File: src/hw/epr_pkg.sv
// Constants shared by the exception priority resolver files
package epr_pkg;
    // ************************************************************
    // Sizes
    // ************************************************************
    localparam int EPR_NPRI = 27;
    localparam int EPR_CW = 12;
    localparam int EPR_PW = 5;
    localparam int EPR_XW = 12;
    // ************************************************************
    // Register byte offsets
    // ************************************************************
    localparam logic [11:0] EPR_CTRL_OFF = 12'h000;
    localparam logic [11:0] EPR_STAT_OFF = 12'h004;
    localparam logic [11:0] EPR_PEND_OFF = 12'h008;
    localparam logic [11:0] EPR_DBG_OFF = 12'h00C;
    // ************************************************************
    // Control fields and reset values
    // ************************************************************
    localparam int EPR_C_EE = 0;
    localparam int EPR_C_CE = 1;
    localparam int EPR_C_DE = 2;
    localparam int EPR_C_IDM = 3;
    localparam int EPR_C_MCPE = 4;
    localparam int EPR_C_IRPTE = 5;
    localparam int EPR_C_UCLE = 6;
    localparam int EPR_C_DEVA = 7;
    localparam int EPR_C_DEVB = 8;
    localparam int EPR_C_BRTE = 9;
    localparam int EPR_C_TRAPE = 10;
    localparam int EPR_C_RETE = 11;
    localparam logic [EPR_CW-1:0] EPR_CTRL_RST = 12'h000;
    // Status fields
    localparam int EPR_S_VALID = 0;
    localparam int EPR_S_PRIO = 8;
    localparam int EPR_S_IDX = 16;
    // Sticky asynchronous pending bits
    localparam int EPR_PB_DBG = 0;
    localparam int EPR_PB_WDOG = 1;
    localparam int EPR_PB_FIT = 2;
    localparam int EPR_PB_DEC = 3;
    localparam int EPR_PB_PM = 4;
    // Pin synchroniser: bits 0..4 are active low, idle high
    localparam logic [7:0] EPR_PIN_RST = 8'h1F;
    // ************************************************************
    // Vector offset index per priority level
    // ************************************************************
    localparam logic [5:0] EPR_IX_TRAP = 6'h06;
    localparam logic [5:0] EPR_IX_SC = 6'h08;
    localparam logic [5:0] EPR_IX_FPD = 6'h21;
    localparam logic [5:0] EPR_IX_FPR = 6'h22;
    localparam logic [5:0] EPR_IX_TAB [EPR_NPRI] = '{
        6'h00, 6'h01, 6'h00, 6'h0F, 6'h00, 6'h0C, 6'h04, 6'h0B, 6'h0A,
        6'h23, 6'h0F, 6'h0E, 6'h00, 6'h06, 6'h06, 6'h20, 6'h06, 6'h0F,
        6'h06, 6'h05, 6'h0F, 6'h0D, 6'h02, 6'h00, 6'h0F, 6'h0F, 6'h0F};
endpackage

File: src/hw/epr_sel_if.sv
// Request and winner bundle between the resolver and its picker
`timescale 1ns/10ps
`default_nettype none
interface epr_sel_if;
    import epr_pkg::*;
    logic clk;
    logic [EPR_NPRI-1:0] req;
    logic [5:0] idx [EPR_NPRI];
    logic hit;
    logic [4:0] prio;
    logic [5:0] vec;
    modport drv (output clk, req, idx, input hit, prio, vec);
    modport pick (input clk, req, idx, output hit, prio, vec);
endinterface
`default_nettype wire

File: src/hw/epr_pick.sv
// Fixed priority picker: level 0 is the most urgent
`timescale 1ns/10ps
`default_nettype none
module epr_pick
    import epr_pkg::*;
(
    epr_sel_if.pick sel
);
    logic [EPR_NPRI-1:0] above;
    logic [EPR_NPRI-1:0] grant;
    // ************************************************************
    // Grant chain
    // ************************************************************
    genvar i;
    generate
        for (i = 0; i < EPR_NPRI; i++) begin : g_chain
            if (i == 0) begin : g_first
                assign above[i] = 1'b0;
            end else begin : g_rest
                assign above[i] = above[i-1] | sel.req[i-1];
            end
            // RULE24: one winner only
            assign grant[i] = sel.req[i] & ~above[i];
        end
    endgenerate
    assign sel.hit = |sel.req;
    // Encode the single granted level
    always_comb begin
        sel.prio = 5'h00;
        sel.vec = 6'h00;
        for (int k = 0; k < EPR_NPRI; k++) begin
            if (grant[k]) begin
                sel.prio = 5'(k);
                sel.vec = sel.idx[k];
            end
        end
    end
endmodule
`default_nettype wire

File: src/hw/epr_top.sv
// Exception recognition and priority resolution with APB control
//
// Functional notes
// RULE1: reset sources win at once, always
// RULE2: NMI outranks everything except reset
// RULE3: machine check level 1, index 1
// RULE4: async maskable events stay pending, need recoverable
// RULE5: async debug events level 3, index 15
// RULE6: critical 4, watchdog 5, external 6
// RULE7: timer level 7 index 11, decrementer 8
// RULE8: performance monitor level 9, index 35
// RULE9: reset and machine check never delayed
// RULE10: interrupt-taken debug is synchronous, already recoverable
// RULE11: fetch tag taken when next, dropped on redirect
// RULE12: address compare 10, translation miss 11
// RULE13: instruction storage faults at level 12
// RULE14: execute faults wait older completion, older wins
// RULE15: post-completion debug dropped by higher fault
// RULE16: illegal 13, privileged user 14, index 6
// RULE17: unit unavailable level 15, index 32
// RULE18: branch, trap, return debug level 17
// RULE19: level 18 trap, call, float data, round
// RULE20: alignment faults level 19, index 5
// RULE21: compare with data fault is imprecise debug
// RULE22: data miss 21, data storage 22
// RULE23: external enable gates, cleared on taking
// RULE24: one highest winner presented each cycle
//
// The placing of the registers and the APB slave port were decided locally.
`timescale 1ns/10ps
`default_nettype none
module epr_top
    import epr_pkg::*;
#(
    parameter logic [5:0] ISI_INDEX = 6'h00
) (
    input wire logic pclk,
    input wire logic presetn,
    input wire logic psel,
    input wire logic penable,
    input wire logic pwrite,
    input wire logic [11:0] paddr,
    input wire logic [31:0] pwdata,
    output logic [31:0] prdata,
    output logic pready,
    output logic pslverr,
    input wire logic sys_reset_pin_n,
    input wire logic nmi_pin_n,
    input wire logic mcheck_pin_n,
    input wire logic critical_pin_n,
    input wire logic ext_irq_pin_n,
    input wire logic uncond_debug_pin,
    input wire logic ext_debug_event_pin_a,
    input wire logic ext_debug_event_pin_b,
    input wire logic wdog_reset_ctl,
    input wire logic dbg_reset_ctl,
    input wire logic cache_parity_err,
    input wire logic handler_fetch_fault,
    input wire logic ext_bus_err,
    input wire logic debug_counter_a_event,
    input wire logic debug_counter_b_event,
    input wire logic imprecise_debug_event,
    input wire logic wdog_timeout,
    input wire logic fixed_interval_timer,
    input wire logic decrementer_evt,
    input wire logic perf_mon_evt,
    input wire logic recoverable,
    input wire logic user_mode,
    input wire logic fetch_exc_valid,
    input wire logic fetch_iac,
    input wire logic fetch_itlb_miss,
    input wire logic fetch_isi,
    input wire logic fetch_next_exec,
    input wire logic redirect,
    input wire logic exec_valid,
    input wire logic exec_illegal,
    input wire logic exec_priv,
    input wire logic exec_unavail,
    input wire logic exec_brt,
    input wire logic exec_trap,
    input wire logic exec_ret,
    input wire logic exec_cret,
    input wire logic exec_sc,
    input wire logic exec_fp_data,
    input wire logic exec_fp_round,
    input wire logic exec_align,
    input wire logic exec_dac,
    input wire logic data_translation_miss,
    input wire logic exec_dsi,
    input wire logic exec_cache_lock,
    input wire logic older_done,
    input wire logic older_exc,
    input wire logic instr_complete,
    input wire logic post_dac,
    input wire logic post_icmp,
    input wire logic take_ack,
    output logic exc_valid,
    output logic [4:0] exc_priority,
    output logic [5:0] vector_offset_index,
    output logic imprecise_debug_flag
);
    // ************************************************************
    // Pin synchroniser
    // ************************************************************
    logic [7:0] pin_m_reg;
    logic [7:0] pin_s_reg;
    always_ff @(posedge pclk or negedge presetn) begin
        if (!presetn) begin
            pin_m_reg <= EPR_PIN_RST;
            pin_s_reg <= EPR_PIN_RST;
        end else begin
            pin_m_reg <= {ext_debug_event_pin_b, ext_debug_event_pin_a,
                uncond_debug_pin, ext_irq_pin_n, critical_pin_n,
                mcheck_pin_n, nmi_pin_n, sys_reset_pin_n};
            pin_s_reg <= pin_m_reg;
        end
    end
    wire logic rst_pin = ~pin_s_reg[0];
    wire logic nmi_pin = ~pin_s_reg[1];
    wire logic mcp_pin = ~pin_s_reg[2];
    wire logic crit_pin = ~pin_s_reg[3];
    wire logic ext_pin = ~pin_s_reg[4];
    // ************************************************************
    // State registers
    // ************************************************************
    logic [EPR_CW-1:0] ctrl_reg;
    logic [EPR_CW-1:0] ctrl_next;
    logic [EPR_PW-1:0] pend_reg;
    logic [EPR_PW-1:0] pend_next;
    logic [2:0] fetch_reg;
    logic [2:0] fetch_next;
    logic [EPR_XW-1:0] exec_reg;
    logic [EPR_XW-1:0] exec_next;
    logic irpt_reg;
    logic irpt_next;
    logic dbg_flag_reg;
    logic dbg_flag_next;
    logic exc_valid_reg;
    logic [4:0] exc_prio_reg;
    logic [5:0] exc_vec_reg;
    logic [31:0] prdata_reg;
    // Control bits by name
    wire logic ee = ctrl_reg[EPR_C_EE];
    wire logic ce = ctrl_reg[EPR_C_CE];
    wire logic de = ctrl_reg[EPR_C_DE];
    wire logic idm = ctrl_reg[EPR_C_IDM];
    wire logic dbg_on = de & idm;
    // ************************************************************
    // APB decode
    // ************************************************************
    wire logic setup = psel & ~penable;
    wire logic access = psel & penable;
    wire logic a_ctrl = (paddr == EPR_CTRL_OFF);
    wire logic a_stat = (paddr == EPR_STAT_OFF);
    wire logic a_pend = (paddr == EPR_PEND_OFF);
    wire logic a_dbg = (paddr == EPR_DBG_OFF);
    wire logic a_hit = a_ctrl | a_stat | a_pend | a_dbg;
    wire logic wr = access & pwrite & a_hit;
    wire logic wr_ctrl = wr & a_ctrl;
    wire logic [EPR_PW-1:0] cancel = (wr & a_pend) ? pwdata[EPR_PW-1:0] : '0;
    wire logic dbg_clr = wr & a_dbg & pwdata[0];
    assign pready = 1'b1;
    assign pslverr = access & ~a_hit;
    assign prdata = prdata_reg;
    // Read mux, sampled in the setup cycle
    wire logic [31:0] stat_word = {10'h000, exc_vec_reg, 3'h0, exc_prio_reg,
        7'h00, exc_valid_reg};
    wire logic [31:0] rd_word = a_ctrl ? {20'h00000, ctrl_reg} :
        a_stat ? stat_word :
        a_pend ? {27'h0000000, pend_reg} :
        a_dbg ? {31'h00000000, dbg_flag_reg} : 32'h00000000;
    // ************************************************************
    // Taking the presented winner
    // ************************************************************
    wire logic take = take_ack & exc_valid_reg;
    wire logic [4:0] tp = exc_prio_reg;
    wire logic t_dbg = (tp == 5'h03) | (tp == 5'h0A) | (tp == 5'h11) |
        (tp == 5'h14) | (tp >= 5'h18);
    wire logic t_fetch = take & (tp >= 5'h0A) & (tp <= 5'h0C);
    wire logic t_exec = take & (tp >= 5'h0D) & (tp <= 5'h16);
    wire logic t_int = take & ~t_dbg & (tp >= 5'h04) & (tp <= 5'h16);
    wire logic t_crit = take & ((tp == 5'h01) | (tp == 5'h04) | (tp == 5'h05));
    wire logic ee_clr = take & ~t_dbg & (tp != 5'h00);
    // RULE23: enable cleared when an interrupt is taken
    always_comb begin
        ctrl_next = wr_ctrl ? pwdata[EPR_CW-1:0] : ctrl_reg;
        if (ee_clr) begin
            ctrl_next[EPR_C_EE] = 1'b0;
        end
        if (t_crit) begin
            ctrl_next[EPR_C_CE] = 1'b0;
        end
        if (take & t_dbg) begin
            ctrl_next[EPR_C_DE] = 1'b0;
        end
    end
    // ************************************************************
    // Asynchronous sticky pending
    // ************************************************************
    wire logic dbg_evt = pin_s_reg[5] | (pin_s_reg[6] & ctrl_reg[EPR_C_DEVA]) |
        (pin_s_reg[7] & ctrl_reg[EPR_C_DEVB]) | debug_counter_a_event |
        debug_counter_b_event | imprecise_debug_event;
    wire logic [EPR_PW-1:0] pend_set = {perf_mon_evt, decrementer_evt,
        fixed_interval_timer, wdog_timeout, dbg_evt};
    wire logic [EPR_PW-1:0] pend_take = {take & (tp == 5'h09),
        take & (tp == 5'h08), take & (tp == 5'h07), take & (tp == 5'h05),
        take & (tp == 5'h03)};
    // RULE4: held until taken or cancelled, set wins
    assign pend_next = pend_set | (pend_reg & ~pend_take & ~cancel);
    // RULE10: interrupt-taken debug queued at context switch
    assign irpt_next = (t_int & ctrl_reg[EPR_C_IRPTE] & dbg_on) |
        (irpt_reg & ~(take & (tp == 5'h18)));
    // ************************************************************
    // Fetch tag and execute pending
    // ************************************************************
    // RULE11: redirect discards the tag
    assign fetch_next = redirect ? 3'h0 :
        fetch_exc_valid ? {fetch_isi, fetch_itlb_miss, fetch_iac & idm} :
        t_fetch ? 3'h0 : fetch_reg;
    wire logic trap_dbg = exec_trap & ctrl_reg[EPR_C_TRAPE] & dbg_on;
    // RULE18: debug on branch, trap, return events
    wire logic dbg17 = dbg_on & ((exec_brt & ctrl_reg[EPR_C_BRTE]) |
        trap_dbg | ((exec_ret | exec_cret) & ctrl_reg[EPR_C_RETE]));
    // RULE22: user cache locking without user lock enable
    wire logic dsi_all = exec_dsi |
        (exec_cache_lock & user_mode & ~ctrl_reg[EPR_C_UCLE]);
    wire logic [EPR_XW-1:0] exec_cap = {dsi_all, data_translation_miss,
        exec_dac & dbg_on, exec_align, exec_fp_round, exec_fp_data, exec_sc,
        exec_trap & ~trap_dbg, dbg17, exec_unavail, exec_priv & user_mode,
        exec_illegal};
    // RULE14: older exception discards the pending one
    assign exec_next = older_exc ? '0 :
        exec_valid ? exec_cap :
        t_exec ? '0 : exec_reg;
    // RULE21: imprecise flag set on taking, set wins
    assign dbg_flag_next = (take & (tp == 5'h14)) | (dbg_flag_reg & ~dbg_clr);
    // ************************************************************
    // Request vector
    // ************************************************************
    epr_sel_if sel ();
    assign sel.clk = pclk;
    wire logic rec = recoverable;
    wire logic mchk = nmi_pin | (mcp_pin & ctrl_reg[EPR_C_MCPE]) |
        cache_parity_err | handler_fetch_fault | ext_bus_err;
    wire logic fe = fetch_next_exec & rec;
    wire logic xe = older_done;
    wire logic [EPR_XW-1:0] x = exec_reg;
    wire logic post_ok = instr_complete & dbg_on;
    always_comb begin
        sel.req = '0;
        // RULE1: reset ignores recoverability
        sel.req[0] = rst_pin | wdog_reset_ctl | dbg_reset_ctl;
        // RULE2 RULE3 RULE9: machine check, never held
        sel.req[1] = mchk;
        // RULE5: async debug events
        sel.req[3] = (pend_reg[EPR_PB_DBG] | dbg_evt) & de & rec;
        // RULE6: critical and watchdog need critical enable
        sel.req[4] = crit_pin & ce & rec;
        sel.req[5] = pend_reg[EPR_PB_WDOG] & ce & rec;
        // RULE23: non-critical sources wait for external enable
        sel.req[6] = ext_pin & ee & rec;
        // RULE7: timer and decrementer
        sel.req[7] = pend_reg[EPR_PB_FIT] & ee & rec;
        sel.req[8] = pend_reg[EPR_PB_DEC] & ee & rec;
        // RULE8: lowest async source
        sel.req[9] = pend_reg[EPR_PB_PM] & ee & rec;
        // RULE12: compare and translation miss at fetch
        sel.req[10] = fetch_reg[0] & fe;
        sel.req[11] = fetch_reg[1] & fe;
        // RULE13: instruction storage at fetch
        sel.req[12] = fetch_reg[2] & fe;
        // RULE16: illegal and privileged
        sel.req[13] = x[0] & xe;
        sel.req[14] = x[1] & xe;
        // RULE17: unit unavailable
        sel.req[15] = x[2] & xe;
        sel.req[17] = x[3] & xe;
        // RULE19: trap, call, float data and round
        sel.req[18] = (x[4] | x[5] | x[6] | x[7]) & xe;
        // RULE20: alignment
        sel.req[19] = x[8] & xe;
        // RULE21: compare coinciding with data fault
        sel.req[20] = x[9] & (x[10] | x[11] | mchk) & xe;
        // RULE22: data miss and data storage
        sel.req[21] = x[10] & xe;
        sel.req[22] = x[11] & xe;
        sel.req[24] = irpt_reg;
        // RULE15: post-completion debug, lower than all faults
        sel.req[25] = post_ok & post_dac;
        sel.req[26] = post_ok & post_icmp;
    end
    // Index table with the level 12 and level 18 exceptions
    genvar g;
    generate
        for (g = 0; g < EPR_NPRI; g++) begin : g_idx
            if (g == 12) begin : g_isi
                assign sel.idx[g] = ISI_INDEX;
            end else if (g == 18) begin : g_l18
                assign sel.idx[g] = x[4] ? EPR_IX_TRAP : x[5] ? EPR_IX_SC :
                    x[6] ? EPR_IX_FPD : EPR_IX_FPR;
            end else begin : g_tab
                assign sel.idx[g] = EPR_IX_TAB[g];
            end
        end
    endgenerate
    epr_pick u_pick (
        .sel(sel)
    );
    // ************************************************************
    // Registers
    // ************************************************************
    always_ff @(posedge pclk or negedge presetn) begin
        if (!presetn) begin
            ctrl_reg <= EPR_CTRL_RST;
            pend_reg <= '0;
            fetch_reg <= 3'h0;
            exec_reg <= '0;
            irpt_reg <= 1'b0;
            dbg_flag_reg <= 1'b0;
        end else begin
            ctrl_reg <= ctrl_next;
            pend_reg <= pend_next;
            fetch_reg <= fetch_next;
            exec_reg <= exec_next;
            irpt_reg <= irpt_next;
            dbg_flag_reg <= dbg_flag_next;
        end
    end
    // RULE24: winner presented, withdrawn for a cycle on take
    always_ff @(posedge pclk or negedge presetn) begin
        if (!presetn) begin
            exc_valid_reg <= 1'b0;
            exc_prio_reg <= 5'h00;
            exc_vec_reg <= 6'h00;
        end else begin
            exc_valid_reg <= sel.hit & ~take_ack;
            exc_prio_reg <= sel.prio;
            exc_vec_reg <= sel.vec;
        end
    end
    // Read data captured in the setup cycle
    always_ff @(posedge pclk or negedge presetn) begin
        if (!presetn) begin
            prdata_reg <= 32'h00000000;
        end else if (setup) begin
            prdata_reg <= rd_word;
        end
    end
    assign exc_valid = exc_valid_reg;
    assign exc_priority = exc_prio_reg;
    assign vector_offset_index = exc_vec_reg;
    assign imprecise_debug_flag = dbg_flag_reg;

    wire logic ee_rec = ee & rec;
endmodule
`default_nettype wire
File: config.mk
export PLATFORM = sky130hd
export DESIGN_NAME = epr_top
export DESIGN_NICKNAME = d
export VERILOG_FILES = /design/src/hw/epr_pkg.sv /design/src/hw/epr_sel_if.sv /design/src/hw/epr_pick.sv /design/src/hw/epr_top.sv
export SDC_FILE = /design/constraint.sdc
export NUM_CORES = 1
export LEC_CHECK = 0
export BUFFER_PORTS_ARGS = -buffer_cell sky130_fd_sc_hd__buf_2
export CORE_MARGIN = 4
export CORE_UTILIZATION = 30
export CTS_BUF_LIST = sky130_fd_sc_hd__clkbuf_4 sky130_fd_sc_hd__clkbuf_8 sky130_fd_sc_hd__clkbuf_16
export CTS_CLUSTER_SIZE = 12
export DETAILED_ROUTE_END_ITERATION = 16
export GPL_TIMING_DRIVEN = 1
export PLACE_DENSITY_LB_ADDON = 0.08
export SYNTH_ARGS = -nofsm -noshare
export SYNTH_HDL_FRONTEND = slang
export SYNTH_SLANG_ARGS = --single-unit
File: constraint.sdc
create_clock -name pclk -period 5.88 [get_ports pclk]
set_input_delay 0 -clock pclk [delete_from_list [all_inputs] [get_ports pclk]]
set_output_delay 0 -clock pclk [all_outputs]
set_load 0.05 [all_outputs]
# Word level (Yosys, flattened, before mapping)
# Cells that the tools add are included.
[word_totals]
regBits = 94
word_cells = 303
output_inout_bits = 47
in_bits = 99
[classes]
magnitude_cmp = 6
n_mux = 64
eq_ne = 14
bitwise = 196
n_reduce_logical = 8
[ops]
columns = ["op", "n"]
rows = [
  ["$mux 6", 24],
  ["$mux 5", 24],
  ["$and 1x1->1", 101],
  ["$or 1x1->1", 54],
  ["$mux 22", 2],
  ["$mux 12", 3],
  ["$not 1->1", 36],
  ["$eq 12x4->1 const B", 2],
  ["$reduce_or 24->1", 1],
  ["$eq 5x3->1 const B", 3],
  ["$eq 5x4->1 const B", 3],
  ["$eq 5x5->1 const B", 3],
  ["$eq 12x3->1 const B", 1],
  ["$logic_not 12->1", 1],
  ["$mux 3", 4],
  ["$and 5x5->5", 2],
  ["$ge 5x4->1 const B", 2],
  ["$not 5->5", 2],
  ["$mux 1", 6],
  ["$reduce_bool 2->1", 3],
  ["$reduce_bool 3->1", 2],
  ["$eq 5x1->1 const B", 1],
  ["$eq 5x2->1 const B", 1],
  ["$ge 5x3->1 const B", 1],
  ["other kinds (6)", 6],
]

# Logic depth before layout (Yosys ltp)
[logic_depth]
word_depth = 33
depth_mapped = 8
mapped_depth_nobuf = 6

# Cells and area by module
# Synthesis repeated with hierarchy kept, for this count alone.
[unflattened]
hier_cells = 711
hier_area_um2 = 5949.5
[modules_own_cells]
columns = ["module", "area_each_um2", "n_inst", "seq_area_each_um2", "cells_per_inst"]
rows = [
  ["epr_top", 3502.1, 1, 2039.5, 293],
  ["epr_pick", 2447.3, 1, 0.0, 418],
]

# Worst setup path after synthesis
# No wires, ideal clock.
[synth_timing]
path_type = "register to register"
from = "register exc_prio_reg[1] (netlist: exc_priority[1])"
to = "register exec_reg[0]"
setup_time_ns = 0.066
synth_period_minus_slack_ns = 2.048
path_slack_ns = 3.832
required_ns = 5.814
arrival_time_ns = 1.982
stages_incl_launch_ff = 8
cell_sequence = "dfrtp_1 > clkbuf_1 > nand3_1 > nand2_1 > o22ai_1 > a211oi_1 > clkbuf_1 > a22o_1"
[synth_via]
elab_chain_len = 4
word_cells_on_any_way = 5
cone_classes = "order compare (2); bitwise (2); reduce/logical (1)"
[synth_lines]
columns = ["element", "line_no", "source"]
rows = [
  ["start, declared", "epr_top.sv:139", "logic [4:0] exc_prio_reg;"],
  ["start signal, assigned", "epr_top.sv:337", "exc_prio_reg <= sel.prio;"],
  ["$ge 5x4->1", "epr_top.sv:180", "wire logic t_exec = take & (tp >= 5'h0D) & (tp <= 5'h16);"],
  ["$and 1x1->1", "epr_top.sv:180", ""],
  ["$and 1x1->1 *", "epr_top.sv:180", ""],
  ["$reduce_bool 3->1 (no line) *", "--", ""],
  ["end signal, assigned", "epr_top.sv:324", "exec_reg <= exec_next;"],
  ["end, declared", "epr_top.sv:132", "logic [EPR_XW-1:0] exec_reg;"],
]
# Mark *: on every way between the ends. The rest lies on a longest branch, timed or not.
# A chain may end at the register's enable or synchronous reset.

# Final worst setup path
[layout_timing]
from = "register pin_s_reg[1]"
to = "register exc_vec_reg[3] (netlist: vector_offset_index[3])"
[layout_via]
elab_chain_len = 30
word_cells_on_any_way = 96
cone_classes = "mux (22); bitwise (74)"
[layout_lines]
columns = ["element", "line_no", "source"]
rows = [
  ["start, declared", "epr_top.sv:106", "logic [7:0] pin_s_reg;"],
  ["start signal, assigned", "epr_top.sv:115", "pin_s_reg <= pin_m_reg;"],
  ["$not 1->1 *", "epr_top.sv:119", "wire logic nmi_pin = ~pin_s_reg[1];"],
  ["$or 1x1->1 * (2 in a row)", "epr_top.sv:243", "wire logic mchk = nmi_pin | (mcp_pin & ctrl_reg[EPR_C_MCPE]) |"],
  ["$or 1x1->1 * (2 in a row)", "epr_top.sv:244", "cache_parity_err | handler_fetch_fault | ext_bus_err;"],
  ["$or 1x1->1", "epr_pick.sv:20", "assign above[i] = above[i-1] | sel.req[i-1];"],
  ["$or 1x1->1 or $not 1->1 (tied branches)", "epr_pick.sv:20, epr_pick.sv:23", ""],
  ["$or 1x1->1, or another cell as far along (2 in a row)", "epr_pick.sv:20", ""],
  ["$not 1->1, or another cell as far along", "epr_pick.sv:23", "assign grant[i] = sel.req[i] & ~above[i];"],
  ["$and 1x1->1, or another cell as far along", "epr_pick.sv:23", ""],
  ["$mux 6, or another cell as far along (17 in a row)", "epr_pick.sv:32", "if (grant[k]) begin"],
  ["$mux 6 or $and 1x1->1 (tied branches)", "epr_pick.sv:32, epr_pick.sv:23", ""],
  ["$mux 6 *", "epr_pick.sv:32", ""],
  ["via sel.vec[3]", "epr_sel_if.sv:11", "logic [5:0] vec;"],
  ["end signal, assigned", "epr_top.sv:338", "exc_vec_reg <= sel.vec;"],
  ["end, declared", "epr_top.sv:140", "logic [5:0] exc_vec_reg;"],
]
# Mark *: on every way through the listed nets, which the timed path passes. The rest lies on a longest branch.

==> run_summary.xml <==
<?xml version="1.0" encoding="UTF-8"?>
<metrics>
  <group name="layout">
    <metric name="num_antenna_cells" unit="">0</metric>
    <metric name="largest_register_ffs" unit="">18</metric>
    <metric name="layout.cells.non_filler" unit="">756</metric>
    <metric name="areaGrowthSynthToFinish" unit="%">33.5</metric>
    <metric name="layout.nets" unit="">674</metric>
    <metric name="drive_above_1_share" unit="">0.279</metric>
  </group>
  <group name="power_and_ir_drop">
    <metric name="power_per_cell_area" unit="nW/um2">234</metric>
    <metric name="total_leakage_power" unit="nW">2.47</metric>
    <metric name="vdd.ir_drop.worst" unit="mV">0.133</metric>
  </group>
  <group name="placement">
    <metric name="place.gp.congestion" unit="">0.864</metric>
    <metric name="number_of_port_buffers" unit="">109</metric>
    <metric name="dp_worst_setup_slack" unit="ns">3.09</metric>
    <metric name="placed_cells_incl_taps" unit="">690</metric>
    <metric name="post-dp-hpwl" unit="um">9550</metric>
  </group>
  <group name="clock_network">
    <metric name="clock_tree.root_cell" unit="">clkbuf_16</metric>
    <metric name="cts.sinks" unit="">79</metric>
    <metric name="clk_transition_reported_paths" unit="ns">0.06</metric>
    <metric name="postCtsSetupBuffers" unit="">0</metric>
    <metric name="ctsLongestPathBuffers" unit="">2</metric>
    <metric name="cts_resized" unit="">0</metric>
    <metric name="clkLatencyLatePin" unit="ns">0.34</metric>
    <metric name="number_of_clock_buffers_inserted_by_tritoncts" unit="">9</metric>
    <metric name="cts_max_level" unit="">3</metric>
    <metric name="cts.hold.buffers_added" unit="">50</metric>
    <metric name="cts_tree" unit="">yes</metric>
  </group>
  <group name="min_path">
    <metric name="hold_end" unit="">imprecise_debug_flag$_DFF_PN0_</metric>
    <metric name="timing.hold.worst.class" unit="">input pin to register</metric>
    <metric name="min-delay-start" unit="">paddr[2]</metric>
    <metric name="timing.hold.worst_path_depth" unit="">4</metric>
  </group>
  <group name="global_route">
    <metric name="grt_start_max_net_pins" unit="">80</metric>
    <metric name="global_route.overflow_total" unit="">0</metric>
    <metric name="grt_usage" unit="">0.167</metric>
    <metric name="number_of_antenna_violations_at_the_first_check_in_global_routing" unit="">0</metric>
    <metric name="wire_length_of_the_first_global_routing_pass" unit="um">20700</metric>
    <metric name="vias_in_the_first_global_route" unit="">3820</metric>
  </group>
  <group name="setup_path">
    <metric name="crit_path_frequent_cell" unit="">nand3_1</metric>
    <metric name="worst-setup-path-type" unit="">register to register</metric>
    <metric name="startpoint_type" unit="">register</metric>
    <metric name="cp_slowest_cell" unit="">nor4b_1</metric>
    <metric name="crit_path_arrival_time" unit="ns">2.98</metric>
    <metric name="cp_data_required_time" unit="ns">6.06</metric>
    <metric name="critical-path-top-delay-family" unit="">simple AND/OR/NAND/NOR gates</metric>
    <metric name="critPathMaxFanout" unit="">8</metric>
    <metric name="worst_r2r_endpoint" unit="">vector_offset_index[3]$_DFF_PN0_</metric>
    <metric name="crit_path_end_kind" unit="">register</metric>
    <metric name="delay_of_the_slowest_cell_on_the_worst_path" unit="ns">0.55</metric>
    <metric name="critPathBufInv" unit="">0</metric>
    <metric name="timing.reg2reg.setup_slack" unit="ns">3.08</metric>
    <metric name="timing.rr.start" unit="">pin_s_reg[1]$_DFF_PN1_</metric>
    <metric name="path_cells" unit="">nor4b_1 &gt; nand3_1 &gt; nor2_1 &gt; nand3_1 &gt; a2111oi_0 &gt; o21ai_0</metric>
    <metric name="r2r.worst_path.cells" unit="">6</metric>
  </group>
  <group name="sta">
    <metric name="finalWorstPathRequiredPeriod" unit="ns">2.80</metric>
    <metric name="setup_viol" unit="">0</metric>
    <metric name="setup_total_negative_slack" unit="ns">0</metric>
    <metric name="min_period_over_period" unit="">0.476</metric>
    <metric name="whs" unit="ns">0.0228</metric>
    <metric name="hold_violations" unit="">0</metric>
    <metric name="finalMaxSlewViolations" unit="">0</metric>
    <metric name="worst_slack" unit="ns">3.08</metric>
    <metric name="worst_clock_skew" unit="ns">0.0109</metric>
    <metric name="slew-limit-headroom" unit="">0.306</metric>
    <metric name="worst_slew_pin_slew" unit="ns">1.04</metric>
    <metric name="setup_repair_after_global_routing_missed_its_margin" unit="">false</metric>
    <metric name="maxClockFrequency" unit="GHz">0.357</metric>
  </group>
  <group name="logic_synthesis">
    <metric name="synthDistinctLibCells" unit="">63</metric>
    <metric name="yosys_warnings" unit="">0</metric>
    <metric name="yosysMostFrequentCell" unit="">dfrtp_1</metric>
    <metric name="synth_top_cells_by_area" unit="">dfrtp_1 (42%), dfstp_2 (6.4%), nand2_1 (5.9%), o21ai_0 (5.2%), buf_4 (2.9%)</metric>
    <metric name="netlist_area" unit="um2">4140</metric>
    <metric name="synthCells" unit="">427</metric>
    <metric name="sequential_share_of_the_synthesized_area" unit="">0.481</metric>
    <metric name="synth_common_cells" unit="">dfrtp_1 (69), nand2_1 (65), o21ai_0 (43)</metric>
    <metric name="syn_avg_cell_area" unit="um2">9.68</metric>
    <metric name="synth_largest_area_cell" unit="">dfrtp_1</metric>
    <metric name="yosysTopAreaCellShare" unit="">0.418</metric>
    <metric name="ys.flop_type" unit="">dfrtp_1</metric>
    <metric name="ffs_latches_synth" unit="">79</metric>
    <metric name="synth_async_reset_ratio" unit="">1.00</metric>
    <metric name="number_of_enable_type_register_cells_in_the_synthesized_netlist" unit="">0</metric>
  </group>
  <group name="routing">
    <metric name="route.detailed.wl_per_inst" unit="um">17.1</metric>
    <metric name="highest_layer" unit="">met4</metric>
    <metric name="via_count" unit="">3799</metric>
    <metric name="remaining_drc_errors" unit="">0</metric>
    <metric name="detailedRoute.firstIterationViolations" unit="">226</metric>
    <metric name="postRouteWirelength" unit="um">13000</metric>
    <metric name="routed_via_density" unit="">5.03</metric>
    <metric name="routedLengthMet1" unit="um">6070</metric>
    <metric name="postRouteAntennaNets" unit="">0</metric>
    <metric name="drtPass1Iterations" unit="">4</metric>
    <metric name="routed-wl-met3" unit="um">823</metric>
    <metric name="wl_met2" unit="um">5850</metric>
  </group>
  <group name="floorplan">
    <metric name="ios" unit="">146</metric>
    <metric name="initial_utilization" unit="">0.310</metric>
    <metric name="core.rowCount" unit="">42</metric>
    <metric name="coreArea" unit="um2">13300</metric>
    <metric name="dieHeight" unit="um">125</metric>
    <metric name="width_of_the_chip" unit="um">125</metric>
    <metric name="die_outline_area" unit="um2">15700</metric>
  </group>
  <group name="job">
    <metric name="timing.max_cap.violations" unit="">0</metric>
  </group>
  <group name="run_status">
    <metric name="status" unit="">complete, no violations</metric>
  </group>
</metrics>
## where the power goes
| group | internal, W | switching, W | leakage (nW) |
|---|---|---|---|
| clock | 0.000336 | 0.000236 | 0.146 |
| sequential | 0.000558 | 0.0000125 | 1.02 |
| combinational | 0.0000616 | 0.0000889 | 1.31 |
## worst max path at each step
stage                              start                          endpoint  slack (ns)  cells after the start
2_1_floorplan  exc_priority[1]$_DFF_PN0_           exec_reg[0]$_DFFE_PN0P_        3.83                      7
3_3_place_gp      pin_s_reg[1]$_DFF_PN1_  vector_offset_index[3]$_DFF_PN0_        3.09                      6
3_5_place_dp      pin_s_reg[1]$_DFF_PN1_  vector_offset_index[3]$_DFF_PN0_        3.09                      6
4_1_cts           pin_s_reg[1]$_DFF_PN1_  vector_offset_index[3]$_DFF_PN0_        3.07                      6
5_1_grt           pin_s_reg[1]$_DFF_PN1_  vector_offset_index[3]$_DFF_PN0_        2.86                      6
6_report          pin_s_reg[1]$_DFF_PN1_  vector_offset_index[3]$_DFF_PN0_        3.08                      6
## per-layer routing
| layer | up-vias | track usage |
|---|---|---|
| met4 | 0 | 0.0631 |
| met5 | - | 0 |
| li1 | 1839 | - |
| met1 | 1804 | 0.229 |
| met2 | 138 | 0.257 |
| met3 | 18 | 0.0375 |
## worst register-to-register path: stages, from the launching register on
cell	delay, ns
dfstp_2	0.51
nor4b_1	0.55
nand3_1	0.22
nor2_1	0.43
nand3_1	0.25
a2111oi_0	0.45
o21ai_0	0.23
## cell families (layout without fill, tap and decap cells)
group           count (synthesis)  count (layout)  synth area share
compound gates                134             134             0.218
buf+inv                        44             183            0.0660
flops                          79              79             0.481
mux                            18              18            0.0493
other cells                     2              16           0.00182
simple gates                  150             150             0.184
## metrics by stage
step / util / instance area, um2 / power, W
2_1_floorplan: - / 4190 / 0.000658
3_3_place_gp: 0.353 / 4720 / 0.000708
3_5_place_dp: 0.353 / 4720 / 0.000709
4_1_cts: 0.414 / 5520 / 0.00131
5_1_grt: 0.414 / 5520 / 0.00135
6_report: 0.414 / 5520 / 0.00129
## area by class of cell
| cell class | count | area [um2] |
|---|---|---|
| clock buffer | 10 | 233 |
| clock inverter | 6 | 68.8 |
| fill | 1356 | 7830 |
| inverter | 8 | 30.0 |
| multi-input combinational | 318 | 1930 |
| sequential | 79 | 1990 |
| tap | 176 | 220 |
| timing repair buffer | 159 | 1050 |
## layout by cell type (no fill, tap or decap), drive strengths merged, types with 10 or more instances in the layout
cell type	count
a22o	11
nor2	19
dfrtp	69
nand2	65
buf	109
conb	16
a21oi	17
clkbuf	10
nand3	12
dfstp	10
o21ai	43
dlygate4sd3	50
No activity file was read; power rests on OpenSTA's default activity.
